File: config.mk
export PLATFORM = sky130hd
export DESIGN_NAME = bis_io_status_regs
export DESIGN_NICKNAME = d
export VERILOG_FILES = /design/src/bis_pkg.sv /design/src/bis_sticky_bit.sv /design/src/bis_io_window.sv /design/src/bis_io_status_regs.sv
export SDC_FILE = /design/constraint.sdc
export NUM_CORES = 1
export LEC_CHECK = 0
export BUFFER_PORTS_ARGS = -buffer_cell sky130_fd_sc_hd__buf_2
export CAP_MARGIN = 0
export CORE_UTILIZATION = 35
export DETAILED_ROUTE_END_ITERATION = 10
export PLACE_DENSITY = 0.78
export SETUP_SLACK_MARGIN = 0.3
export SYNTH_ARGS = -nofsm -noshare
export SYNTH_HDL_FRONTEND = slang
export SYNTH_SLANG_ARGS = --single-unit
File: constraint.sdc
create_clock -name core_clk_i -period 2.2 [get_ports core_clk_i]
set_input_delay 0.22 -clock core_clk_i [delete_from_list [all_inputs] [get_ports core_clk_i]]
set_output_delay 0.22 -clock core_clk_i [all_outputs]
set_load 0.01 [all_outputs]
File: src/bis_pkg.sv
/*
 * Constants for the I/O window top register and the secondary bus
 * status register of the bridge configuration header.
 * Assumes dword-wide configuration accesses with byte enables.
 */
package bis_pkg;
   // Byte offsets in configuration space
   localparam logic [7:0] IO_TOP_OFF = 8'h1D;
   localparam logic [7:0] SEC_STATUS_OFF = 8'h1E;
   localparam logic [7:0] IO_TOP_UPPER_OFF = 8'h32;
   localparam logic [7:0] BRIDGE_CTRL_OFF = 8'h3E;
   // Dword holding both registers, and byte lanes inside it
   localparam logic [5:0] DW_IO_STATUS = 6'h07;
   localparam int LANE_IO_TOP = 1;
   localparam int LANE_STATUS_HI = 3;
   // io_window_top fields
   localparam logic [7:0] IO_TOP_RESET = 8'h01;
   localparam logic [3:0] IO_ADDRESSING_WIDTH = 4'h1;
   localparam logic [11:0] IO_TOP_LOW_ONES = 12'hFFF;
   // secondary_bus_status bit positions
   localparam int ST_DETECTED_PARITY = 15;
   localparam int ST_RECEIVED_SYSTEM = 14;
   localparam int ST_RECEIVED_MASTER = 13;
   localparam int ST_RECEIVED_TARGET = 12;
   localparam int ST_SIGNALED_TARGET = 11;
   localparam int ST_DEVSEL_LO = 9;
   localparam int ST_MASTER_DATA_PARITY = 8;
   localparam int ST_BACK_TO_BACK = 7;
   localparam int ST_HIGH_SPEED = 5;
   localparam logic [1:0] DEVSEL_MEDIUM = 2'h1;
   localparam logic [15:0] STATUS_RESET = 16'h0280;
   localparam int NUM_EVENTS = 6;
endpackage

File: src/bis_sticky_bit.sv
/*
 * One sticky event flag, cleared by software writing one.
 * Assumes set and clear are single-cycle qualified strobes.
 */
`timescale 1ns/1ns
module bis_sticky_bit (
   input wire logic core_clk_i,
   input wire logic rst_i,
   input wire logic set_i,
   input wire logic clr_i,
   output logic q_o
);
   logic flag_r;

   always_ff @(posedge core_clk_i or posedge rst_i) begin
      if (rst_i) begin
         flag_r <= 1'b0;
      end else if (set_i) begin
         flag_r <= 1'b1;
      end else if (clr_i) begin
         flag_r <= 1'b0;
      end
   end

   assign q_o = flag_r;
endmodule

File: src/bis_io_window.sv
/*
 * Registered inclusive range check of an I/O address against base and top.
 * Assumes base and top are stable while a check is in flight.
 */
`timescale 1ns/1ns
module bis_io_window (
   input wire logic core_clk_i,
   input wire logic rst_i,
   input wire logic check_i,
   input wire logic [31:0] addr_i,
   input wire logic [31:0] base_i,
   input wire logic [31:0] top_i,
   output logic done_o,
   output logic hit_o
);
   logic done_r;
   logic hit_r;

   always_ff @(posedge core_clk_i or posedge rst_i) begin
      if (rst_i) begin
         done_r <= 1'b0;
         hit_r <= 1'b0;
      end else begin
         done_r <= check_i;
         if (check_i) begin
            hit_r <= (addr_i >= base_i) && (addr_i <= top_i);
         end
      end
   end

   assign done_o = done_r;
   assign hit_o = hit_r;
endmodule

File: src/bis_io_status_regs.sv
/*
 * I/O window top register and secondary bus status register, with the
 * I/O forwarding window check that uses the programmed top.
 * Assumes event inputs are one-cycle pulses from the secondary bus
 * interface, synchronous to core_clk_i, and that the upper-16-bit top,
 * the window base and the parity response enable come from their own
 * registers elsewhere in the header.
 */
// Functional notes
// - The top nibble of the window top register gives address bits 15:12 and bits 11:0 are all ones.
// - The programmed top decides whether an I/O transaction lies inside the forwarded window.
// - Address bits 31:16 of the top come from the separate upper-16-bit limit register at 32h.
// - The low nibble of the window top register is read-only 1h for 32-bit I/O addressing.
// - Bit 15 sets on an address or attribute error as potential target or a data error as write target or read master.
// - Bit 15 sets regardless of the parity response enable.
// - Bit 14 sets whenever SERR is seen asserted on the secondary bus.
// - Bit 13 sets when a transaction the bridge masters ends in master abort.
// - Bit 12 sets when the secondary interface receives a target abort.
// - Bit 11 sets when the bridge as target ends a transaction with target abort.
// - Bits 10:9 are read-only 01b for medium DEVSEL decoding.
// - Bit 8 sets only as bus master with parity response enabled and PERR driven on a read or seen on a write.
// - Bit 7 is read-only one for fast back-to-back support.
// - Bit 5 is read-only and shows the current level of the 66 MHz enable pin.
// - Bit 6 and bits 4:0 are reserved and read zero.
// - Event bits hold until software clears them and the rest are read-only.
`timescale 1ns/1ns
module bis_io_status_regs (
   input wire logic core_clk_i,
   input wire logic rst_i,
   // Configuration access, dword address with byte enables
   input wire logic cfg_wr_i,
   input wire logic cfg_rd_i,
   input wire logic [5:0] cfg_dw_i,
   input wire logic [3:0] cfg_be_i,
   input wire logic [31:0] cfg_wdata_i,
   output logic [31:0] cfg_rdata_o,
   output logic cfg_rvalid_o,
   // Companion header fields
   input wire logic [15:0] io_top_upper_i,
   input wire logic [31:0] io_window_base_i,
   input wire logic parity_response_enable_i,
   input wire logic high_speed_enable_pin_i,
   // Secondary bus events
   input wire logic addr_attr_err_target_i,
   input wire logic data_err_write_target_i,
   input wire logic data_err_read_master_i,
   input wire logic serr_seen_i,
   input wire logic master_abort_i,
   input wire logic target_abort_rcvd_i,
   input wire logic target_abort_sent_i,
   input wire logic bus_master_i,
   input wire logic perr_driven_read_i,
   input wire logic perr_seen_write_i,
   // Forwarding check
   input wire logic io_check_i,
   input wire logic [31:0] io_addr_i,
   output logic io_check_done_o,
   output logic io_in_window_o,
   output logic [31:0] io_range_top_o
);
   logic [3:0] io_range_top_r;
   logic [31:0] cfg_rdata_r;
   logic cfg_rvalid_r;
   logic [31:0] io_range_top_r32;
   logic [15:0] status_word;
   logic [bis_pkg::NUM_EVENTS-1:0] ev_set;
   logic [bis_pkg::NUM_EVENTS-1:0] ev_clr;
   logic [bis_pkg::NUM_EVENTS-1:0] ev_q;
   logic status_hi_wr;
   logic io_top_wr;

   // Write strobe for one byte lane of the shared dword
   function automatic logic lane_write(input logic wr, input logic [5:0] dw, input logic [3:0] be,
                                       input int lane);
      lane_write = wr && (dw == bis_pkg::DW_IO_STATUS) && be[lane];
   endfunction

   assign io_top_wr = lane_write(cfg_wr_i, cfg_dw_i, cfg_be_i, bis_pkg::LANE_IO_TOP);
   assign status_hi_wr = lane_write(cfg_wr_i, cfg_dw_i, cfg_be_i, bis_pkg::LANE_STATUS_HI);

   always_ff @(posedge core_clk_i or posedge rst_i) begin
      if (rst_i) begin
         io_range_top_r <= bis_pkg::IO_TOP_RESET[7:4];
      end else if (io_top_wr) begin
         io_range_top_r <= cfg_wdata_i[15:12];
      end
   end

   assign io_range_top_r32 = {io_top_upper_i, io_range_top_r, bis_pkg::IO_TOP_LOW_ONES};
   assign io_range_top_o = io_range_top_r32;

   // Event set terms, index order 15,14,13,12,11,8
   // three parity detection cases
   assign ev_set[5] = addr_attr_err_target_i | data_err_write_target_i | data_err_read_master_i;
   assign ev_set[4] = serr_seen_i;
   assign ev_set[3] = master_abort_i;
   assign ev_set[2] = target_abort_rcvd_i;
   assign ev_set[1] = target_abort_sent_i;
   assign ev_set[0] = bus_master_i & parity_response_enable_i & (perr_driven_read_i | perr_seen_write_i);

   // write one clears, upper status byte
   assign ev_clr[5] = status_hi_wr & cfg_wdata_i[16 + bis_pkg::ST_DETECTED_PARITY];
   assign ev_clr[4] = status_hi_wr & cfg_wdata_i[16 + bis_pkg::ST_RECEIVED_SYSTEM];
   assign ev_clr[3] = status_hi_wr & cfg_wdata_i[16 + bis_pkg::ST_RECEIVED_MASTER];
   assign ev_clr[2] = status_hi_wr & cfg_wdata_i[16 + bis_pkg::ST_RECEIVED_TARGET];
   assign ev_clr[1] = status_hi_wr & cfg_wdata_i[16 + bis_pkg::ST_SIGNALED_TARGET];
   assign ev_clr[0] = status_hi_wr & cfg_wdata_i[16 + bis_pkg::ST_MASTER_DATA_PARITY];

   genvar gi;
   generate
      for (gi = 0; gi < bis_pkg::NUM_EVENTS; gi++) begin : g_ev
         bis_sticky_bit u_flag (
            .core_clk_i(core_clk_i),
            .rst_i(rst_i),
            .set_i(ev_set[gi]),
            .clr_i(ev_clr[gi]),
            .q_o(ev_q[gi])
         );
      end
   endgenerate

   always_comb begin
      status_word = 16'h0000;
      status_word[bis_pkg::ST_DETECTED_PARITY] = ev_q[5];
      status_word[bis_pkg::ST_RECEIVED_SYSTEM] = ev_q[4];
      status_word[bis_pkg::ST_RECEIVED_MASTER] = ev_q[3];
      status_word[bis_pkg::ST_RECEIVED_TARGET] = ev_q[2];
      status_word[bis_pkg::ST_SIGNALED_TARGET] = ev_q[1];
      status_word[bis_pkg::ST_DEVSEL_LO +: 2] = bis_pkg::DEVSEL_MEDIUM;
      status_word[bis_pkg::ST_MASTER_DATA_PARITY] = ev_q[0];
      status_word[bis_pkg::ST_BACK_TO_BACK] = 1'b1;
      status_word[bis_pkg::ST_HIGH_SPEED] = high_speed_enable_pin_i;
      // bit 6 and 4:0 stay zero
   end

   // Read data registered; other dwords of the header live elsewhere, read zero here
   always_ff @(posedge core_clk_i or posedge rst_i) begin
      if (rst_i) begin
         cfg_rdata_r <= 32'h0000_0000;
      end else if (cfg_rd_i) begin
         if (cfg_dw_i == bis_pkg::DW_IO_STATUS) begin
            cfg_rdata_r <= {status_word, io_range_top_r, bis_pkg::IO_ADDRESSING_WIDTH, 8'h00};
         end else begin
            cfg_rdata_r <= 32'h0000_0000;
         end
      end
   end

   always_ff @(posedge core_clk_i or posedge rst_i) begin
      if (rst_i) begin
         cfg_rvalid_r <= 1'b0;
      end else begin
         cfg_rvalid_r <= cfg_rd_i;
      end
   end

   assign cfg_rdata_o = cfg_rdata_r;
   assign cfg_rvalid_o = cfg_rvalid_r;

   bis_io_window u_window (
      .core_clk_i(core_clk_i),
      .rst_i(rst_i),
      .check_i(io_check_i),
      .addr_i(io_addr_i),
      .base_i(io_window_base_i),
      .top_i(io_range_top_r32),
      .done_o(io_check_done_o),
      .hit_o(io_in_window_o)
   );
endmodule

Word level (Yosys, flattened, before mapping):

Index checks and enable logic that the tools add are counted.

* bits of input ports: 139
* output and inout port bits: 67
* bits in registers: 45

* bitwise gates (word level): 11
* equality and inequality tests: 1
* magnitude comparators: 2
* reductions and logical operators: 10
* muxes and demuxes: 13

Operators by type and width (count)
* $ge 32x32->1: 1
* $le 32x32->1: 1
* $mux 32: 1
* $mux 1: 12
* $reduce_bool 2->1: 6
* $and 1x1->1: 8
* $eq 6x3->1 const B: 1
* $logic_and 1x1->1: 4
* $or 1x1->1: 3

Logic depth before layout (Yosys ltp):

Gate-level depths: netlist (run 1).

* word-level depth: 6
* gate-level depth with buffers: 7

Modules after synthesis:

From an unflattened synthesis (run 1), not the netlist that was laid out.

* cells, all modules: 379
* area, all modules: 3105.5 um2

By module, submodules not included
* bis_io_window: area each 1684.1 um2, instances 1, seq. area each 50.0 um2, cells an instance 230
* bis_io_status_regs: area each 1181.1 um2, instances 1, seq. area each 425.4 um2, cells an instance 125
* bis_sticky_bit: area each 40.0 um2, instances 6, seq. area each 25.0 um2, cells an instance 4

Least setup slack after synthesis (run 1):

No wires, ideal clock.

* path kind: reg2reg
* start: reg io_range_top_r[3]
* end: reg u_window.hit_r (netlist: u_window.hit_o)
* data required time: 2.113 ns
* data arrival time: 1.599 ns
* slack: 0.514 ns
* stages on the path, launching flop included: 8
* setup time: 0.087 ns
* period minus slack after synthesis: 1.686 ns
* path through: dfrtp_1 > inv_1 > ha_1 > a21oi_1 > o21ai_1 > a2111oi_0 > o211ai_1 > a22oi_1

* word-level cells in the longest chain between the ends: 2

RTL lines
* start: declaration: RTL line bis_io_status_regs.sv:61 `logic [3:0] io_range_top_r;`
* start signal: assignment: RTL line bis_io_status_regs.sv:83 `io_range_top_r <= bis_pkg::IO_TOP_RESET[7:4];`
* start signal: assignment: RTL line bis_io_status_regs.sv:85 `io_range_top_r <= cfg_wdata_i[15:12];`
* $le 32x32->1: RTL line bis_io_window.sv:26 `hit_r <= (addr_i >= base_i) && (addr_i <= top_i);`
* $logic_and 1x1->1: RTL line bis_io_window.sv:26
* end signal: assignment: RTL line bis_io_window.sv:26
* end: declaration: RTL line bis_io_window.sv:17 `logic hit_r;`

No other way between the ends.
A chain may end at the register's enable or synchronous reset.

Worst setup path after layout (run 1):

Same ends and word-level chain as after synthesis.

==> out/metrics.cfg, run 1 <==
[timing]
hold_violations=0
fmax_mhz=566
slew-limit-headroom_pct=37.8
setup_viol=0
skew_ns=0.00913
min_period_ns=1.77
drv_slew=0
tns_ns=0
period_share_pct=80.3
worst_pin_slew_ns=0.932
rsz0062_at_grt=no

[setup_path]
r2r_start=io_range_top_r[3]$_DFFE_PP0P_
crit_chain=inv_1 > ha_1 > nand4_1 > nor4_4 > and3_1 > a21oi_1 > a22oi_1
r2r_cells=7
path_max_fanout=4
slowest_delay_ns=0.40
cp_slowest_cell=dfrtp_1
cp_num_buf_inv=1
ff2ff_setup_slack_ns=0.43
endpoint_kind=flip-flop
worstSetupPathType=flip-flop to flip-flop
worst_ep_arrival_time_ns=1.95
critical_path_required_ns=2.38
cp_top_family=simple AND/OR/NAND/NOR gates
startpoint_type=flip-flop
rr_endpoint=u_window.hit_o$_DFFE_PP0P_

[cells_and_area]
layout-drive-gt1-share_pct=37.0
fillers=724
area_growth_pct=26.2
regArea_um2=626
fin_util_pct=46.3
nNetsFinal=649
diodes=0
multi_input_area_um2=1580

[clocking]
ctsLongestPathBuffers=2
cts_hold_buffers=0
cts_root_buf=clkbuf_8
cts_tree=built
post_cts_buffers=0
cts-htree-levels=1
insertion_delay_ns=0.27
cts_sinks=25
cts_buffers=3
path_clk_slew_ns=0.09

[route]
wl_met1_mm=2.60
drtIter0Drc=70
vias=2507
highest_layer=met4
ant_nets=0
met3_length_um=470
wl_per_cell_um=11.3
first_pass_iters=4
drc=0
wl_met2_mm=3.14
routed_wirelength_mm=6.27
vias_per_cell=4.51

[synth]
synth_edf_count=0
yosysTopAreaCell=ha_1
synthCells=324
synth_area_leaders=ha_1, dfrtp_1, buf_4
synth_top_area_share_pct=24.2
ys_types=36
ys_seq_elements=25
yosysWarningCount=0
netlist_area_um2=2690
dominantRegCellSynth=dfrtp_1
yosysSeqAreaShare_pct=23.3
avgSynthCellArea_um2=8.30
async_flop_share_pct=100

[worst_hold_path]
worstHoldPathCells=1
min_to=u_window.done_o$_DFF_PP0_
hold_start=io_check_i
hp-class=input pin to flip-flop

[die]
io_pins=206
placementRows=31
start_util_pct=36.7
fp.dieH_um=89.7
fp.dieArea_um2=8040
die_x_um=89.7
core_area_um2=7330

[power_and_ir_drop]
ir_drop_mv=0.210
leakage_uw=0.00201
powerDensity_nw_per_um2=350

[place]
hpwl_mm=5.60
gp_congestion=0.742
numPortBuffers=151

[global_routing]
antenna_found_initial=0
grt_max_degree=26
gr-total-overflow=0
groute.usage.overall_pct=14.7
grt_pass1_wl_mm=9.43
grt_pass1_vias=2258

[run_status]
status=complete, no violations

[run]
maxCapViolations=0

-- cells in the final DEF, fill, tap and decap left out, types with 2 or more instances in the layout --
cell and count:
a21oi_2 2, a21o_1 6, conb_1 30, and3_1 3
nor2_1 3, nand4_1 5, nand3_1 17, dfrtp_1 25
mux2_2 5, nand2_1 21, clkbuf_8 3, o21ai_0 16
buf_2 151, a221o_1 2, and4_1 9, inv_1 66
o21a_1 2, buf_4 2, a2111oi_0 2, ha_1 52
a21oi_1 17
-- layer usage --
layer,up-vias,global-route usage (%)
met4,0,1.88
met2,110,28.9
met3,4,2.56
met1,1105,16.9
met5,-,0
li1,1288,-
-- flip-flops by register name (all words and copies together) (netlist names) --
| name | cells |
|---|---|
| cfg_rdata_o | 12 |
| g_ev.u_flag.q_o | 6 |
| io_range_top_r | 4 |
| cfg_rvalid_o | 1 |
| u_window.hit_o | 1 |
| u_window.done_o | 1 |
-- cell families (layout without fill, tap and decap cells) --
logic type	count (synthesis)	after routing	synth area share [%]
compound gates	58	58	13.3
other cells	2	30	0.279
mux	5	5	2.09
buf+inv	118	223	23.2
simple gates	64	64	13.7
flops	25	25	23.3
fa+ha+maj	52	52	24.2
-- final cells by class --
| cell class | count | share of cell area (%) |
|---|---|---|
| inverters | 66 | 7.30 |
| clock buffers | 3 | 1.22 |
| flip-flops and latches | 25 | 18.4 |
| multi-input cells | 209 | 46.5 |
| well taps | 99 | 3.65 |
| repair buffers | 153 | 22.7 |
| clock inverters | 1 | 0.221 |
-- where the power goes --
part / internal [uW] / switching (uW)
sequential: 472 / 10.3
clock: 128 / 148
combinational: 199 / 230
total: 799 / 388
-- how the worst max path moves through the flow --
| stage | from | slack (ns) | cells after the start | to |
|---|---|---|---|---|
| after floorplan | io_range_top_r[3]$_DFFE_PP0P_ | 0.51 | 7 | u_window.hit_o$_DFFE_PP0P_ |
| after global placement | io_window_base_i[17] | 0.29 | 8 | u_window.hit_o$_DFFE_PP0P_ |
| after detailed placement | io_window_base_i[17] | 0.27 | 8 | u_window.hit_o$_DFFE_PP0P_ |
| after CTS | io_range_top_r[3]$_DFFE_PP0P_ | 0.31 | 7 | u_window.hit_o$_DFFE_PP0P_ |
| after global routing | io_range_top_r[1]$_DFFE_PP0P_ | 0.30 | 7 | u_window.hit_o$_DFFE_PP0P_ |
| final | io_range_top_r[3]$_DFFE_PP0P_ | 0.43 | 7 | u_window.hit_o$_DFFE_PP0P_ |
-- synth_stat cells (2+ instances only) --
| library cell | count |
|---|---|
| o21a_1 | 2 |
| a21o_1 | 6 |
| inv_1 | 66 |
| and3_1 | 3 |
| ha_1 | 52 |
| a2111oi_0 | 3 |
| o21ai_0 | 16 |
| nor2_1 | 3 |
| nand4_1 | 5 |
| nand3_1 | 17 |
| a21oi_1 | 19 |
| a221o_1 | 2 |
| dfrtp_1 | 25 |
| conb_1 | 2 |
| mux2_2 | 5 |
| nand2_1 | 21 |
| clkbuf_1 | 2 |
| and4_1 | 9 |
| buf_4 | 48 |
| o21ai_1 | 2 |
-- stage by stage --
stage | std cells | power, uW | worst slack, ns | hold WS (ns) | cell area [um^2]
floorplan | 352 | 772 | 0.514 | 0.247 | 2800
detailed placement | 552 | 913 | 0.269 | 0.361 | 3310
CTS | 556 | 1190 | 0.311 | 0.0812 | 3370
global placement | 552 | 896 | 0.287 | 0.359 | 3310
finish | 556 | 1190 | 0.434 | 0.0858 | 3390
global route | 556 | 1280 | 0.296 | 0.0776 | 3390
-- timing repair --
action / 4_1_cts / 5_1_grt
setup endpoints to repair: 1 / 1
resized for setup: 2 / 5
pin swaps: 0 / 1
Power figures use the tool's default switching activity.
==> run 2: changes to the inputs <==
--- a/config.mk
+++ b/config.mk
@@ -5,11 +5,12 @@
 export SDC_FILE = /design/constraint.sdc
 export NUM_CORES = 1
 export LEC_CHECK = 0
+export ABC_AREA = 1
 export BUFFER_PORTS_ARGS = -buffer_cell sky130_fd_sc_hd__buf_2
 export CAP_MARGIN = 0
 export CORE_UTILIZATION = 35
 export DETAILED_ROUTE_END_ITERATION = 10
-export PLACE_DENSITY = 0.78
+export PLACE_DENSITY = 0.77
 export SETUP_SLACK_MARGIN = 0.3
 export SYNTH_ARGS = -nofsm -noshare
 export SYNTH_HDL_FRONTEND = slang
==> constraint.sdc (replaced) <==
create_clock -name core_clk_i -period 1.8 [get_ports core_clk_i]
set_input_delay 0.18 -clock core_clk_i [delete_from_list [all_inputs] [get_ports core_clk_i]]
set_output_delay 0.18 -clock core_clk_i [all_outputs]
set_load 0.01 [all_outputs]
==> out/metrics.cfg, run 2 <==
[clocking]
cts_buffers=3
path_clk_slew_ns=0.09
cts-htree-levels=1
insertion_delay_ns=0.27
cts_sinks=25
cts_root_buf=clkbuf_8
ctsLongestPathBuffers=2
cts_tree=built

[cells_and_area]
area_growth_pct=26.3
final_cell_mix=buf_2, inv_1, nand2_1
layout-drive-gt1-share_pct=32.9
nNetsFinal=712
final_common_cell=buf_2
instances_no_fill=622
diodes=0
largest_reg_flops=12

[route]
drc=0
first_pass_iters=4
routed_wirelength_mm=6.58
vias_per_cell=4.34
vias=2700
ant_nets=0
drtIter0Drc=27
wl_per_cell_um=10.6

[global_routing]
grt_max_degree=26
groute.usage.overall_pct=15.5
gr-total-overflow=0
antenna_found_initial=0
grt_pass1_vias=2605
grt_pass1_wl_mm=10.7

[run]
maxCapViolations=0

[timing]
skew_ns=0.00669
setup_viol=0
period_share_pct=75.8
rsz0062_at_grt=yes
fmax_mhz=733
min_period_ns=1.36
holdWs_ns=0.0239
worst_slack_ns=0.435
drv_slew=0
hold_violations=0
tns_ns=0

[setup_path]
path_max_fanout=3
endpoint_kind=flip-flop
critical_path_required_ns=2.02
r2r_cells=9
startpoint_type=flip-flop
worst_ep_arrival_time_ns=1.58
crit_end=u_window.hit_o$_DFFE_PP0P_
ff2ff_setup_slack_ns=0.44
cp-startpoint=io_range_top_r[3]$_DFFE_PP0P_
worstSetupPathType=flip-flop to flip-flop
rr_endpoint=u_window.hit_o$_DFFE_PP0P_
r2r_start=io_range_top_r[3]$_DFFE_PP0P_

[die]
die_x_um=91.3
core_area_um2=7730
fp.dieH_um=91.3
start_util_pct=36.1
placementRows=32
io_pins=206
fp.dieArea_um2=8330

[power_and_ir_drop]
powerDensity_nw_per_um2=420
ir_drop_mv=0.203
leakage_uw=0.00224

[synth]
async_flop_share_pct=100
synth_common_cells=inv_1, nand2_1, ha_1
synthCells=384
synth_top_area_share_pct=23.3
ys_types=24
synth.most_common_cell=inv_1
netlist_area_um2=2790
synth_area_leaders=ha_1, dfrtp_1, buf_4
ys_seq_elements=25
avgSynthCellArea_um2=7.27
dominantRegCellSynth=dfrtp_1
yosysTopAreaCell=ha_1
synth_edf_count=0
yosysWarningCount=0
yosysSeqAreaShare_pct=22.4

[run_status]
status=complete, no violations

[worst_hold_path]
hp-class=input pin to flip-flop

[place]
post-place-ws_ns=0.249
dpl.cell_count=616
gp_congestion=0.779
hpwl_mm=5.90
numPortBuffers=151

run 2: routing by layer:
| layer | wire length [um] | vias up | global-route usage, % |
|---|---|---|---|
| met4 | 72 | 0 | 2.91 |
| met2 | 3540 | 87 | 30.8 |
| met5 | 0 | - | 0 |
| met1 | 2680 | 1211 | 17.4 |
| li1 | - | 1393 | - |
| met3 | 279 | 9 | 2.26 |
run 2: cell families after synthesis:
| group | count (synthesis) | share of synthesized area (%) |
|---|---|---|
| flip-flops | 25 | 22.4 |
| AND/OR/NAND/NOR | 111 | 17.8 |
| adder cells (fa/ha/maj) | 52 | 23.3 |
| AO/OA/AOI/OAI | 52 | 10.6 |
| other | 2 | 0.269 |
| buffers and inverters | 142 | 25.6 |
run 2: per-stage QoR:
step                util [%]  power, uW  instance area, um^2
CTS                     45.0       1480                 3480
detailed placement      44.2       1150                 3420
floorplan                  -        970                 2900
global route            45.6       1610                 3520
global placement        44.2       1120                 3420
finish                  45.6       1480                 3520
run 2: critical path, stage by stage (launching register included):
cell and delay (ns):
dfrtp_1 0.39, inv_2 0.10, ha_4 0.21, a21oi_1 0.13
o21ai_1 0.08, nand2_1 0.09, nand3_2 0.08, a21oi_2 0.13
nand2_1 0.06, nand2_1 0.05
run 2: how the worst min path moves through the flow:
stage	startpoint	endpoint	slack (ns)	cells past startpoint
floorplan	rst_i	cfg_rdata_o[12]$_DFFE_PP0P_	0.21	1
global placement	rst_i	cfg_rdata_o[25]$_DFFE_PP0P_	0.25	3
detailed placement	rst_i	cfg_rdata_o[25]$_DFFE_PP0P_	0.24	3
CTS	io_check_i	u_window.done_o$_DFF_PP0_	0.02	1
global route	io_check_i	u_window.done_o$_DFF_PP0_	0.01	1
finish	io_check_i	u_window.done_o$_DFF_PP0_	0.02	1
run 2: layout make-up:
class,instances,area [um^2]
clock inverters,1,5.00
inverters,92,345
repair buffers,154,781
well taps,102,128
multi-input cells,245,1600
flip-flops and latches,25,626
fillers,769,4200
clock buffers,3,41.3
run 2: power by group:
group	internal, uW	switching [uW]
logic	254	308
clock network	155	177
registers	577	8.89
run 2: timing repair:
| item | CTS | global route |
|---|---|---|
| hold buffers | 1 | 0 |
| gates resized for setup | 1 | 9 |
| buffers inserted | 0 | 1 |
| endpoints found under the hold margin | 25 | 0 |
| pin swaps | 0 | 4 |
| endpoints found under the setup margin | 1 | 1 |
==> run 3: changes to the inputs <==
--- a/config.mk
+++ b/config.mk
@@ -5,12 +5,12 @@
 export SDC_FILE = /design/constraint.sdc
 export NUM_CORES = 1
 export LEC_CHECK = 0
-export ABC_AREA = 1
+export ABC_AREA = 0
 export BUFFER_PORTS_ARGS = -buffer_cell sky130_fd_sc_hd__buf_2
 export CAP_MARGIN = 0
 export CORE_UTILIZATION = 35
 export DETAILED_ROUTE_END_ITERATION = 10
-export PLACE_DENSITY = 0.77
+export PLACE_DENSITY = 0.78
 export SETUP_SLACK_MARGIN = 0.3
 export SYNTH_ARGS = -nofsm -noshare
 export SYNTH_HDL_FRONTEND = slang
==> constraint.sdc (replaced) <==
create_clock -name core_clk_i -period 1.4 [get_ports core_clk_i]
set_input_delay 0.14 -clock core_clk_i [delete_from_list [all_inputs] [get_ports core_clk_i]]
set_output_delay 0.14 -clock core_clk_i [all_outputs]
set_load 0.01 [all_outputs]
==> out/metrics.cfg, run 3 (synthesis results as in run 1) <==
[timing]
hold_violations=0
period_share_pct=114
setup_viol=1
skew_ns=0.000497
rsz0062_at_grt=yes
min_period_ns=1.59
fmax_mhz=628
worst_slack_ns=-0.192
drv_slew=0

[setup_path]
path_max_fanout=2
worst_ep_arrival_time_ns=1.78
endpoint_kind=flip-flop
worstSetupPathType=flip-flop to flip-flop
startpoint_type=flip-flop
critical_path_required_ns=1.59

[route]
vias_per_cell=4.62
routed_wirelength_mm=6.78
drtIter0Drc=62
drc=0
vias=2696
wl_per_cell_um=11.6
ant_nets=0
first_pass_iters=4

[clocking]
path_clk_slew_ns=0.09
cts_buffers=3
cts_tree=built
cts-htree-levels=1
cts_root_buf=clkbuf_8
insertion_delay_ns=0.27
cts_sinks=25
ctsLongestPathBuffers=2

[cells_and_area]
largest_reg_flops=12
area_growth_pct=37.8
diodes=0
final_cell_mix=buf_2, inv_1, ha_1
final_common_cell=buf_2
nNetsFinal=677
layout-drive-gt1-share_pct=41.9

[die]
fp.dieArea_um2=8040
fp.dieH_um=89.7
placementRows=31
io_pins=206
die_x_um=89.7
core_area_um2=7330
start_util_pct=36.7

[global_routing]
antenna_found_initial=0
grt_pass1_wl_mm=10.3
groute.usage.overall_pct=16.3
grt_max_degree=26
grt_pass1_vias=2498
gr-total-overflow=0

[power_and_ir_drop]
finalPower_uw=1970
leakage_uw=0.00215
powerDensity_nw_per_um2=532
ir_drop_mv=0.342

[run_status]
violations=negative setup slack
status=finished, violations left

[run]
maxCapViolations=0

[place]
numPortBuffers=151
hpwl_mm=5.91
post-place-ws_ns=-0.495
gp_congestion=0.774

[worst_hold_path]
hp-class=input pin to flip-flop

==> run 3: cell count changes in the layout (fill, tap and decap cells not counted), sizes merged, moves of 5 or more <==
cell	change
a21oi	-6
and4	+9
buf	+26
inv	-26
mux2	+5
nand2	-44
nand3	+10
nor2	-24
o21ai	+9
o21bai	-5
o22ai	-7
==> run 3: worst max-delay path, stage by stage (launching register included) <==
cell	delay (ns)
dfrtp_1	0.36
inv_1	0.07
ha_4	0.26
nand4_1	0.08
nor4_2	0.23
buf_4	0.15
and3_1	0.15
a21oi_1	0.04
a22oi_1	0.17
==> run 3: metrics by stage <==
stage | instance area (um^2) | util [%] | hold WS (ns) | setup TNS, ns | cells
5_1_grt | 3710 | 50.6 | 0.0231 | -0.336 | 584
3_5_place_dp | 3480 | 47.5 | 0.209 | -0.815 | 573
6_report | 3710 | 50.6 | 0.0404 | -0.192 | 584
2_1_floorplan | 2810 | - | 0.167 | -0.246 | 352
3_3_place_gp | 3480 | 47.5 | 0.207 | -0.643 | 573
4_1_cts | 3620 | 49.4 | 0.0332 | -0.274 | 581
==> run 3: final cells by class <==
cell class              count  area, um^2
fillers                   724        3620
multi-input cells         209        1630
repair buffers            181        1030
flip-flops and latches     25         626
inverters                  66         248
well taps                  99         124
clock buffers               3        41.3
clock inverters             1        7.51
==> run 3: path summary, 6_finish.rpt <==
check	start	endpoint	slack, ns	depth (start not counted)
setup / recovery	io_range_top_r[0]$_DFFE_PP0P_	u_window.hit_o$_DFFE_PP0P_	-0.19	8
hold / removal	serr_seen_i	g_ev[4].u_flag.q_o$_DFFE_PP0P_	0.04	2
setup reg to reg	io_range_top_r[0]$_DFFE_PP0P_	u_window.hit_o$_DFFE_PP0P_	-0.19	8
hold reg to reg	g_ev[4].u_flag.q_o$_DFFE_PP0P_	g_ev[4].u_flag.q_o$_DFFE_PP0P_	0.48	1
max in group asynchronous	rst_i	cfg_rdata_o[14]$_DFFE_PP0P_	0.68	4
min in group asynchronous	rst_i	g_ev[1].u_flag.q_o$_DFFE_PP0P_	0.48	4
==> run 3: per-layer routing <==
layer / vias to the layer above / part of all wire (%) / GRT usage [%] / wire length [um]
li1: 1342 / - / - / -
met1: 1224 / 40 / 17.9 / 2720
met2: 120 / 51 / 31.3 / 3450
met3: 10 / 7.4 / 3.47 / 499
met4: 0 / 1.6 / 4.47 / 109
met5: - / 0 / 0 / 0
==> run 3: repair_timing <==
| item | 4_1_cts | 5_1_grt |
|---|---|---|
| hold buffers | 2 | 0 |
| endpoints found under the setup margin | 7 | 10 |
| gates resized for setup | 14 | 10 |
| pin swaps | 7 | 5 |
| endpoints found under the hold margin | 26 | 0 |
| cloned | 0 | 0 |
| setup buffers | 2 | 3 |
==> run 3: power by group <==
part	switching, uW	leakage [uW]	total (uW)	internal (uW)
combinational	392	0.00182	787	395
clock	228	0.0000217	430	202
sequential	11.7	0.000310	753	741
